$ cat config.mk
export PLATFORM = sky130hd
export DESIGN_NAME = bce_top
export DESIGN_NICKNAME = d
export VERILOG_FILES = /design/src/design/bce_pkg.sv /design/src/design/bce_byte_step.sv /design/src/design/bce_flash_walker.sv /design/src/design/bce_top.sv
export SDC_FILE = /design/constraint.sdc
export NUM_CORES = 1
export LEC_CHECK = 0
export BUFFER_PORTS_ARGS = -buffer_cell sky130_fd_sc_hd__buf_4
export CAP_MARGIN = 20
export CORE_MARGIN = 5
export CORE_UTILIZATION = 61
export DETAILED_ROUTE_END_ITERATION = 6
export PLACE_DENSITY_LB_ADDON = 0.12
export SYNTH_ARGS = -nofsm -noshare
export SYNTH_HDL_FRONTEND = slang
export SYNTH_HIERARCHICAL = 1
export SYNTH_SLANG_ARGS = --single-unit
$ cat constraint.sdc
create_clock -name clk -period 3.7 [get_ports clk]
set_clock_uncertainty 0.1 [all_clocks]
set_input_delay 0.37 -clock clk [delete_from_list [all_inputs] [get_ports clk]]
set_output_delay 0.37 -clock clk [all_outputs]
set_load 0.005 [all_outputs]
$ cat src/design/bce_pkg.sv
// package of offsets, field positions, polynomials and widths
// assumes an 8-bit register port and a byte-wide flash read port
package bce_pkg;
    // ------------------------------------------------------------
    // register offsets
    // ------------------------------------------------------------
    localparam int unsigned  REG_AW        = 8;
    localparam logic [7:0]   OFF_CTRL      = 8'hce;
    localparam logic [7:0]   OFF_INPUT     = 8'hdd;
    localparam logic [7:0]   OFF_DATA      = 8'hde;
    localparam logic [7:0]   OFF_AUTO      = 8'hd2;
    localparam logic [7:0]   OFF_COUNT     = 8'hd3;
    // ------------------------------------------------------------
    // field positions
    // ------------------------------------------------------------
    localparam int unsigned  CTRL_SEL_BIT  = 4;
    localparam int unsigned  CTRL_INIT_BIT = 3;
    localparam int unsigned  CTRL_VAL_BIT  = 2;
    localparam int unsigned  CTRL_PTR_LSB  = 0;
    localparam int unsigned  PTR_W         = 2;
    localparam int unsigned  AUTO_EN_BIT   = 7;
    localparam int unsigned  PAGE_W        = 6;
    localparam int unsigned  CNT_W         = 8;
    // ------------------------------------------------------------
    // crc constants
    // ------------------------------------------------------------
    localparam int unsigned  BYTE_BITS     = 8;
    localparam logic [15:0]  POLY16        = 16'h1021;
    localparam logic [31:0]  POLY32_NORMAL = 32'h04c11db7;
    localparam logic [31:0]  POLY32_REFL   = 32'hedb88320;
    localparam logic [31:0]  START_ZERO    = 32'h00000000;
    localparam logic [31:0]  START_ONES    = 32'hffffffff;
    localparam int unsigned  SECTOR_LOG2   = 9;
    localparam logic [7:0]   RESET_BYTE    = 8'h00;
    // ------------------------------------------------------------
    // known single-byte vectors from an all-ones start
    // ------------------------------------------------------------
    localparam logic [7:0]   VEC_IN        = 8'h63;
    localparam logic [15:0]  VEC_OUT16     = 16'hbd35;
    localparam logic [31:0]  VEC_OUT32     = 32'hf9462090;
endpackage : bce_pkg

$ cat src/design/bce_byte_step.sv
// folds one input byte into the running crc, combinational
// assumes the caller registers the result
`timescale 1ns/100ps
module bce_byte_step
    import bce_pkg::*;
(
    input  wire logic [31:0] crc_in,
    input  wire logic [7:0]  data_in,
    input  wire logic        width16,
    output logic      [31:0] crc_out
);
    logic [15:0] acc16;
    logic [31:0] acc32;

    always_comb begin
        acc16 = crc_in[15:0] ^ {data_in, RESET_BYTE};
        acc32 = crc_in ^ {24'h000000, data_in};
        for (int i = 0; i < BYTE_BITS; i++) begin
            if (acc16[15]) begin
                acc16 = {acc16[14:0], 1'b0} ^ POLY16;
            end else begin
                acc16 = {acc16[14:0], 1'b0};
            end
            if (acc32[0]) begin
                acc32 = {1'b0, acc32[31:1]} ^ POLY32_REFL;
            end else begin
                acc32 = {1'b0, acc32[31:1]};
            end
        end
        crc_out = width16 ? {crc_in[31:16], acc16} : acc32;
    end
endmodule : bce_byte_step

$ cat src/design/bce_flash_walker.sv
// walks flash sectors in ascending order, one byte read per cycle
// assumes flash returns read data in the cycle after flash_rd
`timescale 1ns/100ps
module bce_flash_walker
    import bce_pkg::*;
#(
    parameter int unsigned FLASH_AW = 16
)
(
    input  wire logic                clk,
    input  wire logic                srst,
    input  wire logic                start,
    input  wire logic [PAGE_W-1:0]   start_page,
    input  wire logic [CNT_W-1:0]    sector_count,
    output logic                     busy,
    output logic                     flash_rd,
    output logic      [FLASH_AW-1:0] flash_addr
);
    localparam int unsigned LEFT_W = CNT_W + SECTOR_LOG2;

    if (FLASH_AW < PAGE_W + SECTOR_LOG2) begin : g_bad_aw
        $error("FLASH_AW too small for page index");
    end

    logic [FLASH_AW-1:0] cur;
    logic [LEFT_W-1:0]   left;
    wire  [FLASH_AW-1:0] base = FLASH_AW'({start_page, {SECTOR_LOG2{1'b0}}});
    wire  [LEFT_W-1:0]   total = {sector_count, {SECTOR_LOG2{1'b0}}};
    wire                 last = (left == LEFT_W'(1));

    always_ff @(posedge clk) begin
        if (srst) begin
            busy       <= 1'b0;
            flash_rd   <= 1'b0;
            flash_addr <= '0;
            cur        <= '0;
            left       <= '0;
        end else if (start && !busy) begin
            busy       <= (sector_count != '0);
            flash_rd   <= 1'b0;
            cur        <= base;
            left       <= total;
        end else if (busy) begin
            flash_rd   <= 1'b1;
            flash_addr <= cur;
            cur        <= cur + FLASH_AW'(1);
            left       <= left - LEFT_W'(1);
            busy       <= !last;
        end else begin
            flash_rd   <= 1'b0;
        end
    end
endmodule : bce_flash_walker

$ cat src/design/bce_top.sv
// crc engine top: register port, result store, auto flash mode
// assumes a single master on the register port and a stalled cpu
//
// The implementer's own choices: the address map and the address-and-strobe port.
`timescale 1ns/100ps

// How it works
// - 16-bit mode uses poly 0x1021, msb first
// - 16-bit: byte xored into upper result byte
// - 16-bit: eight left shifts with conditional poly
// - 32-bit mode uses reflected 0x04C11DB7 polynomial
// - 32-bit: byte xored into lowest result byte
// - 32-bit: eight right shifts, xor 0xEDB88320
// - start value is all zeros or ones
// - width select clear 32-bit, set 16-bit
// - value select clear zeros, set ones
// - each input byte write folds into result
// - sector count register, 512 bytes per sector
// - control write with auto enabled starts walk
// - cpu stalled while flash walk runs
// - result width 32 or 16 bits by select
// - pointer selects result byte, advances per access
// - result holds until init, overwrite, input, or flash fetch fold
// - pointer byte map; 16-bit aliases upper codes
module bce_top
    import bce_pkg::*;
#(
    parameter int unsigned FLASH_AW = 16
)
(
    input  wire logic                clk,
    input  wire logic                srst,
    input  wire logic [REG_AW-1:0]   reg_addr,
    input  wire logic [7:0]          reg_wdata,
    input  wire logic                reg_wr,
    input  wire logic                reg_rd,
    output logic      [7:0]          reg_rdata,
    output logic                     flash_rd,
    output logic      [FLASH_AW-1:0] flash_addr,
    input  wire logic [7:0]          flash_rdata,
    output logic                     cpu_stall
);
    // ------------------------------------------------------------
    // elaboration check
    // ------------------------------------------------------------
    if (FLASH_AW < PAGE_W + SECTOR_LOG2) begin : g_bad_aw
        $error("FLASH_AW too small for page index");
    end
    if (PTR_W != 2) begin : g_bad_ptr
        $error("pointer must be two bits for four result bytes");
    end
    if (PAGE_W + 2 > BYTE_BITS) begin : g_bad_page
        $error("auto register cannot hold enable and page index");
    end
    if (CNT_W != BYTE_BITS) begin : g_bad_cnt
        $error("sector count must fill one register byte");
    end

    // ------------------------------------------------------------
    // helper functions
    // ------------------------------------------------------------
    function automatic logic [1:0] byte_index(input logic [PTR_W-1:0] p,
                                              input logic w16);
        byte_index = w16 ? {1'b0, p[0]} : p;
    endfunction : byte_index

    function automatic logic [7:0] get_byte(input logic [31:0] v,
                                            input logic [1:0] idx);
        case (idx)
            2'h0:    get_byte = v[7:0];
            2'h1:    get_byte = v[15:8];
            2'h2:    get_byte = v[23:16];
            default: get_byte = v[31:24];
        endcase
    endfunction : get_byte

    function automatic logic [31:0] put_byte(input logic [31:0] v,
                                             input logic [1:0] idx,
                                             input logic [7:0] b);
        logic [31:0] r;
        r = v;
        case (idx)
            2'h0:    r[7:0]   = b;
            2'h1:    r[15:8]  = b;
            2'h2:    r[23:16] = b;
            default: r[31:24] = b;
        endcase
        put_byte = r;
    endfunction : put_byte

    // ------------------------------------------------------------
    // state
    // ------------------------------------------------------------
    logic              poly_width_select;
    logic              init_value_select;
    logic [PTR_W-1:0]  result_byte_pointer;
    logic [7:0]        crc_byte_input;
    logic              auto_flash_enable;
    logic [PAGE_W-1:0] auto_page;
    logic [CNT_W-1:0]  flash_sector_count;
    logic [31:0]       result;
    logic              fetch_pending;
    logic              walk_busy;
    logic [31:0]       step_out;

    // ------------------------------------------------------------
    // decode
    // ------------------------------------------------------------
    wire        sel_ctrl   = (reg_addr == OFF_CTRL);
    wire        sel_input  = (reg_addr == OFF_INPUT);
    wire        sel_data   = (reg_addr == OFF_DATA);
    wire        sel_auto   = (reg_addr == OFF_AUTO);
    wire        sel_count  = (reg_addr == OFF_COUNT);
    wire        wr_ctrl    = reg_wr && sel_ctrl;
    wire        wr_input   = reg_wr && sel_input;
    wire        wr_data    = reg_wr && sel_data;
    wire        data_acc   = (reg_wr || reg_rd) && sel_data;
    wire        result_init_strobe = wr_ctrl && reg_wdata[CTRL_INIT_BIT];
    wire        auto_start = wr_ctrl && auto_flash_enable;
    wire [1:0]  byte_idx   = byte_index(result_byte_pointer, poly_width_select);
    wire [31:0] start_val  = init_value_select ? START_ONES : START_ZERO;
    wire        next_width = reg_wdata[CTRL_SEL_BIT];
    wire [31:0] next_start = reg_wdata[CTRL_VAL_BIT] ? START_ONES : START_ZERO;
    wire        fold       = fetch_pending || wr_input;
    wire [7:0]  fold_byte  = fetch_pending ? flash_rdata : reg_wdata;
    wire [7:0]  ctrl_view  = {3'h0, poly_width_select, 1'b0, init_value_select,
                              result_byte_pointer};

    logic [7:0]  next_rdata;
    logic [31:0] next_result;

    always_comb begin
        case (1'b1)
            sel_ctrl:  next_rdata = ctrl_view;
            sel_input: next_rdata = crc_byte_input;
            sel_data:  next_rdata = get_byte(result, byte_idx);
            sel_auto:  next_rdata = {auto_flash_enable, 1'b0, auto_page};
            sel_count: next_rdata = flash_sector_count;
            default:   next_rdata = RESET_BYTE;
        endcase
    end

    always_comb begin
        if (result_init_strobe) begin
            next_result = next_start;
        end else if (fold) begin
            next_result = step_out;
        end else if (wr_data) begin
            next_result = put_byte(result, byte_idx, reg_wdata);
        end else begin
            next_result = result;
        end
    end

    // ------------------------------------------------------------
    // datapath and sequencer
    // ------------------------------------------------------------
    bce_byte_step u_step (
        .crc_in  (result),
        .data_in (fold_byte),
        .width16 (poly_width_select),
        .crc_out (step_out)
    );

    bce_flash_walker #(
        .FLASH_AW (FLASH_AW)
    ) u_walk (
        .clk          (clk),
        .srst         (srst),
        .start        (auto_start),
        .start_page   (auto_page),
        .sector_count (flash_sector_count),
        .busy         (walk_busy),
        .flash_rd     (flash_rd),
        .flash_addr   (flash_addr)
    );

    // ------------------------------------------------------------
    // registers
    // ------------------------------------------------------------
    always_ff @(posedge clk) begin
        if (srst) begin
            poly_width_select   <= 1'b0;
            init_value_select   <= 1'b0;
            result_byte_pointer <= '0;
        end else if (wr_ctrl) begin
            poly_width_select   <= next_width;
            init_value_select   <= reg_wdata[CTRL_VAL_BIT];
            result_byte_pointer <= reg_wdata[CTRL_PTR_LSB +: PTR_W];
        end else if (data_acc) begin
            result_byte_pointer <= result_byte_pointer + PTR_W'(1);
        end
    end

    always_ff @(posedge clk) begin
        if (srst) begin
            crc_byte_input     <= RESET_BYTE;
            auto_flash_enable  <= 1'b0;
            auto_page          <= '0;
            flash_sector_count <= '0;
        end else begin
            if (wr_input) begin
                crc_byte_input <= reg_wdata;
            end
            if (reg_wr && sel_auto) begin
                auto_flash_enable <= reg_wdata[AUTO_EN_BIT];
                auto_page         <= reg_wdata[PAGE_W-1:0];
            end
            if (reg_wr && sel_count) begin
                flash_sector_count <= reg_wdata;
            end
        end
    end

    always_ff @(posedge clk) begin
        if (srst) begin
            result        <= START_ZERO;
            reg_rdata     <= RESET_BYTE;
            fetch_pending <= 1'b0;
            cpu_stall     <= 1'b0;
        end else begin
            result        <= next_result;
            reg_rdata     <= reg_rd ? next_rdata : RESET_BYTE;
            fetch_pending <= flash_rd;
            cpu_stall     <= auto_start || walk_busy || flash_rd;
        end
    end

    // ------------------------------------------------------------
    // checks
    // ------------------------------------------------------------
    chk_init_loads_start: assert property (
        @(posedge clk) disable iff (srst)
        result_init_strobe |=> result == $past(next_start))
        else $error("init did not load start value");

    chk_read_selected_byte: assert property (
        @(posedge clk) disable iff (srst)
        reg_rd && sel_data |=> reg_rdata == get_byte($past(result), $past(byte_idx)))
        else $error("result byte read mismatch");

    chk_ptr_advances: assert property (
        @(posedge clk) disable iff (srst)
        data_acc |=> result_byte_pointer == $past(result_byte_pointer) + PTR_W'(1))
        else $error("pointer did not advance");

    chk_result_holds: assert property (
        @(posedge clk) disable iff (srst)
        !result_init_strobe && !fold && !wr_data |=> $stable(result))
        else $error("result changed without cause");

    chk_vec_crc16: assert property (
        @(posedge clk) disable iff (srst)
        wr_input && poly_width_select && result[15:0] == START_ONES[15:0]
            && reg_wdata == VEC_IN |=> result[15:0] == VEC_OUT16)
        else $error("16-bit crc vector wrong");

    chk_vec_crc32: assert property (
        @(posedge clk) disable iff (srst)
        wr_input && !poly_width_select && result == START_ONES
            && reg_wdata == VEC_IN |=> result == VEC_OUT32)
        else $error("32-bit crc vector wrong");

    chk_stall_covers_fetch: assert property (
        @(posedge clk) disable iff (srst)
        flash_rd |-> cpu_stall ##1 cpu_stall)
        else $error("fetch without stall");

    chk_walk_first_addr: assert property (
        @(posedge clk) disable iff (srst)
        auto_start && !walk_busy && flash_sector_count != '0
            |-> ##2 flash_rd && flash_addr == FLASH_AW'({$past(auto_page, 2),
                                                         {SECTOR_LOG2{1'b0}}}))
        else $error("walk did not start at page base");

    chk_zero_count_quick: assert property (
        @(posedge clk) disable iff (srst)
        auto_start && !walk_busy && flash_sector_count == '0
            |=> cpu_stall ##1 !cpu_stall)
        else $error("empty walk stall length wrong");

    chk_ctrl_unused_zero: assert property (
        @(posedge clk) disable iff (srst)
        reg_rd && sel_ctrl |=> reg_rdata[7:5] == 3'h0 && !reg_rdata[CTRL_INIT_BIT])
        else $error("control unused bits not zero");

    // ------------------------------------------------------------
    // field, result and walk checks
    // ------------------------------------------------------------
    chk_init_matches_select: assert property (
        @(posedge clk) disable iff (srst)
        result_init_strobe |=> result == start_val)
        else $error("init value differs from selected start");

    chk_width_from_write: assert property (
        @(posedge clk) disable iff (srst)
        wr_ctrl |=> poly_width_select == $past(reg_wdata[CTRL_SEL_BIT]))
        else $error("width select not taken from write");

    chk_value_from_write: assert property (
        @(posedge clk) disable iff (srst)
        wr_ctrl |=> init_value_select == $past(reg_wdata[CTRL_VAL_BIT]))
        else $error("start value select not taken from write");

    chk_ptr_from_write: assert property (
        @(posedge clk) disable iff (srst)
        wr_ctrl |=> result_byte_pointer == $past(reg_wdata[CTRL_PTR_LSB +: PTR_W]))
        else $error("pointer not loaded from control write");

    chk_input_readback: assert property (
        @(posedge clk) disable iff (srst)
        wr_input |=> crc_byte_input == $past(reg_wdata))
        else $error("input byte not kept");

    chk_upper_half_kept: assert property (
        @(posedge clk) disable iff (srst)
        fold && poly_width_select && !result_init_strobe
            |=> result[31:16] == $past(result[31:16]))
        else $error("16-bit fold touched upper half");

    chk_data_write_lands: assert property (
        @(posedge clk) disable iff (srst)
        wr_data && !fold && !result_init_strobe
            |=> get_byte(result, $past(byte_idx)) == $past(reg_wdata))
        else $error("result byte write lost");

    chk_rdata_idle_zero: assert property (
        @(posedge clk) disable iff (srst)
        !reg_rd |=> reg_rdata == RESET_BYTE)
        else $error("read data not zero outside read");

    chk_stall_while_busy: assert property (
        @(posedge clk) disable iff (srst)
        walk_busy |-> cpu_stall)
        else $error("walk busy without stall");

    chk_idle_no_fetch: assert property (
        @(posedge clk) disable iff (srst)
        !cpu_stall |-> !flash_rd)
        else $error("fetch while cpu runs");

    chk_walk_addr_step: assert property (
        @(posedge clk) disable iff (srst)
        flash_rd && $past(flash_rd) |-> flash_addr == $past(flash_addr) + FLASH_AW'(1))
        else $error("walk address not ascending by one");
endmodule : bce_top

==> impl_metrics.yaml <==
run_status:
  outcome: "complete, no violations"
route:
  viasPerCell: 6.20
  drcViolationCount: 0
  drt_iter0_drc: 624
  drt_pass1_iterations: 5
  route.vias.total: 6111
  wire_per_inst_um: 19.3
  routed_wl_um: 19100
  ant_nets: 0
timing:
  clock.fmax_ghz: 0.320
  hold_viol_final: 0
  tightest_slew_ns: 0.804
  finalCritPeriodShare: 0.845
  finalCriticalPeriod_ns: 3.13
  rsz0062_at_grt: "false"
  max-slew-margin-rel: 0.461
  whs_ns: 0.166
  slew_viol_final: 0
  setup_viol: 0
  fin_tns_setup_ns: 0
floorplanning:
  ios: 54
  initial_core_util: 0.615
  dieWidth_um: 117
  rows: 39
  dieArea_um2: 13600
  die_y_um: 117
  core_area_um2: 11300
clock_tree:
  cts_root_buf: "clkbuf_16"
  clk_latency_ns: 0.41
  htreeDepth: 4
  clk_pin_slew_ns: 0.06
  ctsResizeCount: 0
  hold_buffers: 0
  cts_tree: "yes"
  postCtsSetupRepairBufs: 0
  clock-sinks: 120
  cts_made_buffers: 17
  clockBufferDepth: 2
final_layout:
  final.fill_count: 906
  drive_above_1_share: 0.164
  design_area_um2: 7970
  multiInputGateArea_um2: 4200
  syn2layout_area_growth_pct: 15.0
  nets: 860
  antenna_cells: 0
  seqCellArea_um2: 2400
  fin_util: 0.707
synth:
  synth-seq-cells: 120
  syn_area_um2: 6930
  yosysWarnings: 6
  synthFlopType: "dfxtp_1"
  synthArstFlopShare: 0
  synth_nets: 828
  synth_cell_type_count: 66
  syn_inst: 797
  synth_area_per_cell_um2: 8.70
  synth_edf_count: 0
  yosysSeqAreaShare: 0.347
worst_setup_path:
  critPathBufInv: 0
  cp_max_fo: 11
  critical_path_required_ns: 3.87
  slowest_delay_ns: 0.62
  critPathTopFamily: "XOR/XNOR gates"
  worst_path_max_delay_cell: "dfxtp_1"
  cp-end-kind: "flop"
  path_cells: "mux2_2 -> xnor2_2 -> xnor2_4 -> xor2_1 -> xor2_1 -> mux2_2 -> a21oi_1 -> a211oi_1"
  critical_path_class: "reg -> reg"
  worst_ep_arrival_time_ns: 3.29
  critPathLaunchType: "flop"
power:
  ir_worst_vdd_mv: 0.495
  p_leak_uw: 0.00285
  power_density_nw_per_um2: 432
grt:
  first_global_vias: 5755
  antenna_found_initial: 0
  grt_max_degree: 61
  track_usage: 0.288
  grt_pass1_wl_um: 30500
  grt.overflow.total: 0
placement:
  gp_congestion: 0.939
  dpl.hpwl_um: 13500
  placed_area_um2: 7340
  io_buffers: 53
run:
  drv_cap: 0
min_path:
  hp-class: "in -> reg"
[sequential cells by signal (all words and copies together) (netlist names), 2 cells and up]
| name | count |
|---|---|
| u_walk/left | 17 |
| reg_rdata | 8 |
| result_byte_pointer | 2 |
| result | 32 |
| crc_byte_input | 8 |
| auto_page | 6 |
| u_walk/flash_addr | 16 |
| flash_sector_count | 8 |
| u_walk/cur | 16 |
[synthesized netlist by cell type (12+ instances only)]
master,count,share of area
o21ai_0,40,0.029
buf_2,12,0.0087
inv_1,29,0.016
mux2i_1,23,0.033
dfxtp_1,120,0.35
o22ai_1,21,0.019
a211oi_1,20,0.022
xor2_1,35,0.044
a21oi_1,77,0.056
nor2_1,55,0.030
clkbuf_1,25,0.014
nand3_1,23,0.017
xnor2_1,58,0.073
nand2_1,78,0.042
[area by class of cell]
type	instances	share of cell area
multi-input combinational	602	0.527
sequential	120	0.302
clock buffer	21	0.0590
timing repair buffer	59	0.0555
tap	143	0.0224
clock inverter	11	0.0210
inverter	29	0.0137
[worst paths after layout]
path	end	start	slack, ns	cells past startpoint
setup / recovery	result[26]	fetch_pending	0.57	8
hold / removal	crc_byte_input[0]	reg_wdata[0]	0.17	3
setup reg to reg	result[26]	fetch_pending	0.57	8
hold reg to reg	crc_byte_input[6]	crc_byte_input[6]	0.36	2
[metal layers]
metal	track usage	vias to the layer above	wire length, µm
met5	0	-	0
met4	0.121	0	673
met3	0.0653	42	1330
met2	0.452	258	8890
met1	0.382	2917	8160
li1	-	2894	-
[worst reg2reg max path, stage by stage (launching register included)]
cell      delay [ns]
dfxtp_1         0.62
mux2_2          0.46
xnor2_2         0.46
xnor2_4         0.25
xor2_1          0.47
xor2_1          0.12
mux2_2          0.28
a21oi_1         0.15
a211oi_1        0.09
[where the power goes]
part	leakage [µW]	switching, µW	internal (µW)
sequential	0.000967	2.13	1290
clock	0.000310	597	1180
combinational	0.00157	202	166
total	0.00285	800	2640
[cells in the final DEF, fill, tap and decap left out, types with 9 or more instances in the layout]
cell type and count:
xnor2_1 58, nand3_1 23, inv_1 29, or3_1 11, a21oi_1 77, dfxtp_1 118, o21ai_0 40, mux2_2 10
nand2_1 78, nor3_1 10, clkbuf_16 17, nor2_1 55, buf_4 59, mux2i_1 23, o22ai_1 21, xor2_1 35
nand4_1 11, a211oi_1 20, nor2b_1 11, xnor2_2 9
[kinds of logic after synthesis]
group | count (synthesis) | share of synthesized area
mux | 41 | 0.0754
compound gates | 210 | 0.188
simple gates | 238 | 0.170
flops | 120 | 0.347
buf+inv | 75 | 0.0476
fa+ha+maj | 3 | 0.00541
xor+xnor | 110 | 0.168
[stage by stage]
stage / setup WS [ns] / total power (µW) / instances
4_1_cts: 0.611 / 3460 / 985
3_5_place_dp: 0.598 / 1680 / 953
3_3_place_gp: 0.696 / 1680 / 953
2_1_floorplan: 0.846 / 1590 / 797
5_1_grt: 0.442 / 3540 / 985
6_report: 0.572 / 3440 / 985
(Power assumes the default switching activity.)
